===== config.mk =====
export PLATFORM = sky130hd
export DESIGN_NAME = xcl_host
export DESIGN_NICKNAME = d
export VERILOG_FILES = /design/src/xcl_pkg.sv /design/src/xcl_host.sv
export VERILOG_INCLUDE_DIRS = /design/src
export SDC_FILE = /design/constraint.sdc
export NUM_CORES = 1
export LEC_CHECK = 0
export ABC_AREA = 1
export BUFFER_PORTS_ARGS = -buffer_cell sky130_fd_sc_hd__buf_2
export CAP_MARGIN = 5
export CORE_ASPECT_RATIO = 1.1
export CORE_MARGIN = 2
export CORE_UTILIZATION = 53
export DETAILED_ROUTE_END_ITERATION = 6
export GPL_TIMING_DRIVEN = 0
export PLACE_DENSITY = 0.88
export SLEW_MARGIN = 20
export SYNTH_ARGS = -nofsm -noshare
export SYNTH_HDL_FRONTEND = slang
export SYNTH_SLANG_ARGS = --single-unit
export TNS_END_PERCENT = 5

===== constraint.sdc =====
create_clock -name mclk -period 2.4 [get_ports mclk]
set_input_delay 0.24 -clock mclk [delete_from_list [all_inputs] [get_ports mclk]]
set_output_delay 0.24 -clock mclk [all_outputs]
set_load 0.01 [all_outputs]

===== src/xcl_map.svh =====
`ifndef XCL_MAP_SVH
`define XCL_MAP_SVH
// Software register byte offsets
`define XCL_REG_CMD      8'h00
`define XCL_REG_ADDR     8'h04
`define XCL_REG_DATA     8'h08
`define XCL_REG_STATUS   8'h0C
`define XCL_REG_RDATA    8'h10
// Command codes written to the command register
`define XCL_CMD_PREPROG  3'h1
`define XCL_CMD_READBACK 3'h2
`define XCL_CMD_UPDATE   3'h3
`define XCL_CMD_TRANSP   3'h4
`define XCL_CMD_RESET    3'h5
// Pin and field widths, on bit, broadcast address, code limits and row count
`define XCL_AW           5
`define XCL_DW           7
`define XCL_ON_BIT       6
`define XCL_BCAST        5'h11
`define XCL_ADDR_LIMIT   5'h12
`define XCL_INPUT_LIMIT  6'h21
`define XCL_ROWS         17
// Timing: pulse widths and setup, in ns and cycles (50 ns clock)
`define XCL_CLK_NS       50
`define XCL_PULSE_NS     15
`define XCL_PULSE_CYC    (((`XCL_PULSE_NS)+(`XCL_CLK_NS)-1)/(`XCL_CLK_NS))
`define XCL_SETUP_CYC    1
`define XCL_READ_NS      30
`define XCL_READ_CYC     (((`XCL_READ_NS)+(`XCL_CLK_NS)-1)/(`XCL_CLK_NS))
`endif


===== src/xcl_pkg.sv =====
package xcl_pkg;
  typedef enum logic [2:0]
  {
    XCL_IDLE   = 3'b000,
    XCL_SETUP  = 3'b001,
    XCL_PULSE  = 3'b010,
    XCL_HOLD   = 3'b011,
    XCL_RELAX  = 3'b100
  } xcl_state_e;

  typedef struct packed
  {
    logic       resetN;
    logic       chipSelN;
    logic       writeN;
    logic       queryStrobeN;
    logic       updateN;
    logic [4:0] addr;
    logic [6:0] dataOut;
    logic       dataOeN;
  } xcl_pins_s;

  typedef struct packed
  {
    logic [7:0]  addr;
    logic [31:0] wdata;
    logic        wr;
    logic        rd;
  } xcl_bus_s;
endpackage

===== src/xcl_host.sv =====
`timescale 1ns/1ns
`include "xcl_map.svh"
module xcl_host
(
  input  wire logic              mclk,
  input  wire logic              rst,
  input  wire xcl_pkg::xcl_bus_s bus,
  output logic [31:0]            rdata,
  output xcl_pkg::xcl_pins_s     pins,
  input  wire logic [6:0]        dataIn
);
  import xcl_pkg::*;

  typedef struct packed
  {
    xcl_state_e  state;
    logic [2:0]  cmd;
    logic [1:0]  cnt;
    logic [4:0]  addr;
    logic [6:0]  data;
    logic [6:0]  rback;
    logic        refused;
    logic        done;
    xcl_pins_s   pins;
    logic [31:0] rdata;
  } xcl_st_s;

  xcl_st_s st_r;
  xcl_st_s st_nxt;

  localparam logic [1:0] PULSE_CNT = 2'(`XCL_PULSE_CYC);
  localparam logic [1:0] READ_CNT  = 2'(`XCL_READ_CYC);

  function automatic logic legal(input logic [2:0] c,
                                 input logic [4:0] a,
                                 input logic [6:0] d);
    logic ok;
    ok = 1'b1;
    if (c == `XCL_CMD_PREPROG || c == `XCL_CMD_TRANSP)
      ok = (a < `XCL_ADDR_LIMIT) && (d[5:0] < `XCL_INPUT_LIMIT);
    if (c == `XCL_CMD_READBACK)
      ok = (a < `XCL_BCAST);
    if (c == 3'h0 || c > `XCL_CMD_RESET)
      ok = 1'b0;
    return ok;
  endfunction

  // Idle pin pattern: chip deselected, all strobes inactive
  function automatic xcl_pins_s idlePins(input logic [4:0] a,
                                         input logic [6:0] d);
    xcl_pins_s p;
    p = '{resetN: 1'b1, chipSelN: 1'b1, writeN: 1'b1, queryStrobeN: 1'b1,
          updateN: 1'b1, addr: a, dataOut: d, dataOeN: 1'b1};
    return p;
  endfunction

  ////////////////////////////////////////////////////////////////////////////
  always_comb
  begin
    st_nxt = st_r;
    if (bus.rd)
    begin
      case (bus.addr)
        `XCL_REG_ADDR:   st_nxt.rdata = {27'h0, st_r.addr};
        `XCL_REG_DATA:   st_nxt.rdata = {25'h0, st_r.data};
        `XCL_REG_STATUS: st_nxt.rdata = {29'h0, st_r.refused, st_r.done,
                                         st_r.state != XCL_IDLE};
        `XCL_REG_RDATA:  st_nxt.rdata = {25'h0, st_r.rback};
        default:         st_nxt.rdata = 32'h0;
      endcase
    end
    else
      st_nxt.rdata = 32'h0;

    case (st_r.state)
      XCL_IDLE:
      begin
        st_nxt.pins = idlePins(st_r.addr, st_r.data);
        if (bus.wr)
        begin
          case (bus.addr)
            `XCL_REG_ADDR: st_nxt.addr = bus.wdata[4:0];
            `XCL_REG_DATA: st_nxt.data = bus.wdata[6:0];
            `XCL_REG_CMD:
            begin
              st_nxt.done = 1'b0;
              if (legal(bus.wdata[2:0], st_r.addr, st_r.data))
              begin
                st_nxt.cmd     = bus.wdata[2:0];
                st_nxt.refused = 1'b0;
                st_nxt.cnt     = 2'h0;
                st_nxt.state   = XCL_SETUP;
              end
              else
                st_nxt.refused = 1'b1;
            end
            default: ;
          endcase
        end
      end
      XCL_SETUP:
      begin
        // Select, address and data settle a cycle before any strobe
        st_nxt.pins.chipSelN = (st_r.cmd == `XCL_CMD_RESET);
        st_nxt.pins.addr     = st_r.addr;
        st_nxt.pins.dataOut  = st_r.data;
        st_nxt.state         = XCL_PULSE;
        st_nxt.cnt           = 2'h0;
      end
      XCL_PULSE:
      begin
        case (st_r.cmd)
          `XCL_CMD_RESET:    st_nxt.pins.resetN = 1'b0;
          `XCL_CMD_PREPROG:
          begin
            st_nxt.pins.dataOeN = 1'b0;
            st_nxt.pins.writeN  = 1'b0;
          end
          `XCL_CMD_READBACK: st_nxt.pins.queryStrobeN = 1'b0;
          `XCL_CMD_UPDATE:   st_nxt.pins.updateN = 1'b0;
          `XCL_CMD_TRANSP:
          begin
            st_nxt.pins.dataOeN = 1'b0;
            st_nxt.pins.writeN  = 1'b0;
            st_nxt.pins.updateN = 1'b0;
          end
          default: ;
        endcase
        if (st_r.cmd != `XCL_CMD_READBACK && st_r.cmd != `XCL_CMD_UPDATE)
          st_nxt.pins.dataOeN = (st_r.cmd == `XCL_CMD_RESET);
        st_nxt.cnt = st_r.cnt + 2'h1;
        if (st_r.cnt + 2'h1 >= ((st_r.cmd == `XCL_CMD_READBACK) ? READ_CNT
                                                                 : PULSE_CNT))
          st_nxt.state = XCL_HOLD;
      end
      XCL_HOLD:
      begin
        // Device bus stays released while reading; sample committed row
        if (st_r.cmd == `XCL_CMD_READBACK)
          st_nxt.rback = dataIn;
        st_nxt.pins.resetN       = 1'b1;
        st_nxt.pins.writeN       = 1'b1;
        st_nxt.pins.queryStrobeN = 1'b1;
        st_nxt.pins.updateN      = 1'b1;
        st_nxt.state             = XCL_RELAX;
      end
      XCL_RELAX:
      begin
        // Data and select held one more cycle past the strobe edge
        st_nxt.pins  = idlePins(st_r.addr, st_r.data);
        st_nxt.done  = 1'b1;
        st_nxt.state = XCL_IDLE;
      end
      default:
        st_nxt.state = XCL_IDLE;
    endcase
  end

  always_ff @(posedge mclk)
  begin
    if (rst)
    begin
      st_r       <= '0;
      st_r.state <= XCL_IDLE;
      st_r.pins  <= idlePins(5'h00, 7'h00);
    end
    else
      st_r <= st_nxt;
  end

  assign rdata = st_r.rdata;
  assign pins  = st_r.pins;
endmodule


==> run_results.csv <==
group,metric,value,unit
timing,max_freq,662,MHz
logic_synthesis,synth_cells,351,
logic_synthesis,netlist_top_cells_area,"dfxtp_1, buf_4, a21oi_1",
timing,tns,0,ps
floorplan,coreArea,4970,um^2
cts,holdBufCountCts,0,
critical_path,cp.required,2610,ps
cts,cts_tree,"built",
cts,clock-sinks,54,
cells_and_area,regArea,1080,um^2
global_routing,grt_pass1_wl,9400,um
power,power_frac_clock,0.341,
power,p_sw_frac,0.256,
global_routing,grt_max_degree,19,
global_routing,grt.total_usage,0.208,
critical_path,startpoint_type,"flop",
routing,vias,2372,
critical_path,cp.arrival,1720,ps
cells_and_area,antenna_cells,0,
cells_and_area,fin_util,0.650,
power,p_seq_frac,0.573,
floorplan,die_h,79.1,um
routing,route.antenna.remaining_nets,0,
global_routing,grt-ovfl-total,0,
global_routing,antenna_found_initial,0,
cells_and_area,final_area,3230,um^2
critical_path,crit_path_max_incr_delay,320,ps
critical_path,critical_path.cell_chain,"inv_1 -> nor2_1 -> inv_1 -> nor2_1 -> nand2_1 -> buf_2 -> o21ai_0 -> a21oi_1",
cells_and_area,layout-drive-gt1-share,0.309,
cts,cts_buffers,5,
cts,path_clk_slew,100,ps
cts,cts-htree-levels,2,
floorplan,initial_core_util,0.548,
power,switchingPower,0.400,mW
power,p_total,1.57,mW
global_routing,use_met2,0.371,
floorplan,rows,27,
place,io_buffers,50,
critical_path,setup.worst_path.end_class,"flop",
routing,first_pass_iters,6,
global_routing,grtUsageMet1,0.243,
timing,setup_violations,0,
logic_synthesis,yosys.area.top_type,"dfxtp_1",
run,max_cap_viol_count,0,
cells_and_area,final_cells,491,
logic_synthesis,avgSynthCellArea,7.75,um^2
place,place_area,3130,um^2
critical_path,critical_path_class,"flop to flop",
global_routing,grt_pass1_vias,2204,
logic_synthesis,synth_top_area_share,0.397,
logic_synthesis,syn-cell-area,2720,um^2
critical_path,crit_path_top_delay_cell,"dfxtp_1",
cells_and_area,area_delta_synth_final,18.6,%
critical_path,cp_top_family,"simple AND/OR/NAND/NOR gates",
timing,post-route-min-period,1510,ps
place,dp_hpwl,4440,um
power,powerDensity,485,nW/um^2
place,gp_congestion,0.895,
timing,rsz0062_at_grt,"no",
floorplan,die_area,5720,um^2
routing,drc,0,
timing,post-route-period-util,0.629,
critical_path,crit_fanout,10,
worst_hold_path,hp-class,"primary input to flop",
global_routing,met3_usage,0.0431,
power,p_leak,1.52,nW
logic_synthesis,yosys_register_bits,54,
cts,clockRootBuffer,"clkbuf_8",
power,peakVddDrop,0.280,mV
routing,routed_via_density,4.83,
routing,totalWireLength,5720,um
cells_and_area,multiInputGateArea,1140,um^2
logic_synthesis,yosys_warnings,0,
cells_and_area,nFillCells,460,
cts,post_cts_buffers,0,
cts,clock_latency,320,ps
logic_synthesis,synthDistinctLibCells,34,
power,p_comb_frac,0.086,
timing,maxSlewViolCount,0,
routing,wl_per_cell,11.6,um
cts,max-clock-path-buffers,2,
critical_path,critical_path_buf_inv_count,3,
global_routing,grt.busiest_layer,"met2",
power,p_int,1.16,mW
floorplan,io_pins,101,
floorplan,die_x,72.3,um
place,dp.cells,483,
logic_synthesis,synth.yosys.seq_area_share,0.397,
cells_and_area,final_nets,484,
timing,hold_violations,0,
cts,post_cts_resized,0,
routing,drtIter0Drc,173,
outcome,status,"completed",
timing,fin_skew,12.6,ps
[kinds of logic after synthesis]
| family | after synthesis | synth area share |
|---|---|---|
| DFF | 54 | 0.397 |
| and+or+nand+nor | 99 | 0.195 |
| other | 1 | 0.00138 |
| adders and majority gates | 1 | 0.00460 |
| buffers and inverters | 105 | 0.216 |
| AOI/OAI and AO/OA | 91 | 0.186 |
[power groups by stage]
stage | clock network [mW] | registers [mW] | logic, mW
finish | 0.534 | 0.898 | 0.134
global route | 0.568 | 0.898 | 0.148
CTS | 0.538 | 0.898 | 0.132
detailed placement | 0 | 0.918 | 0.132
global placement | 0 | 0.918 | 0.130
floorplan | 0 | 0.918 | 0.0924
[path summary, 6_finish.rpt]
| path | cells past startpoint | to | startpoint | slack (ps) |
|---|---|---|---|---|
| max | 8 | st_r[56] | st_r[74] | 890 |
| min | 3 | st_r[64] | bus[7] | 160 |
| max reg2reg | 8 | st_r[56] | st_r[74] | 890 |
| min reg2reg | 2 | pins[10] | pins[10] | 470 |
[per-stage QoR]
step,hold slack (ps),setup WS [ps]
6_report,164,889
5_1_grt,190,758
4_1_cts,166,903
3_5_place_dp,455,902
3_3_place_gp,445,913
2_1_floorplan,364,1160
[state kept, by name (all words and copies together) (netlist names)]
name,cells
st_r,29
pins,18
rdata,7
[synthesized netlist by cell type (all sizes together)]
cell and number:
clkbuf 2, o21a 3, o2111ai 1, nand3 14, conb 1, o22ai 9, inv 48, a21oi 38
o21ai 35, buf 55, ha 1, nor3 7, dfxtp 54, a21boi 1, a211oi 3, nor4 1
or2 1, o211ai 1, nor2 39, nand4 5, nand2 32
[layout by cell type (no fill, tap or decap), drive strengths merged, types with 3 or more instances in the layout]
cell type	n
clkbuf	7
a211oi	3
a21oi	38
conb	25
dfxtp	54
nand4	5
nor2	39
nand3	14
inv	49
buf	105
o21a	3
nand2	32
o21ai	35
o22ai	9
nor3	7
[worst reg2reg max path: cells and delay by family, from the launching register on]
family	cells	cell delay (ps)
AOI/OAI and AO/OA	2	250
DFF	1	320
buffers and inverters	3	390
and+or+nand+nor	3	440
[metal layers]
layer / vias to the layer above / wire [um]
met5: - / 0
met4: 0 / 74
met3: 8 / 341
met2: 76 / 2900
met1: 1051 / 2400
li1: 1237 / -
[area by class of cell]
type | count | area share
Buffer | 57 | 0.126
Timing Repair Buffer | 50 | 0.0775
Inverter | 48 | 0.0558
Clock buffer | 5 | 0.0213
Tap cell | 58 | 0.0225
Clock inverter | 3 | 0.00775
Sequential cell | 54 | 0.335
Multi-Input combinational cell | 216 | 0.354
Power figures use the tool's default switching activity.
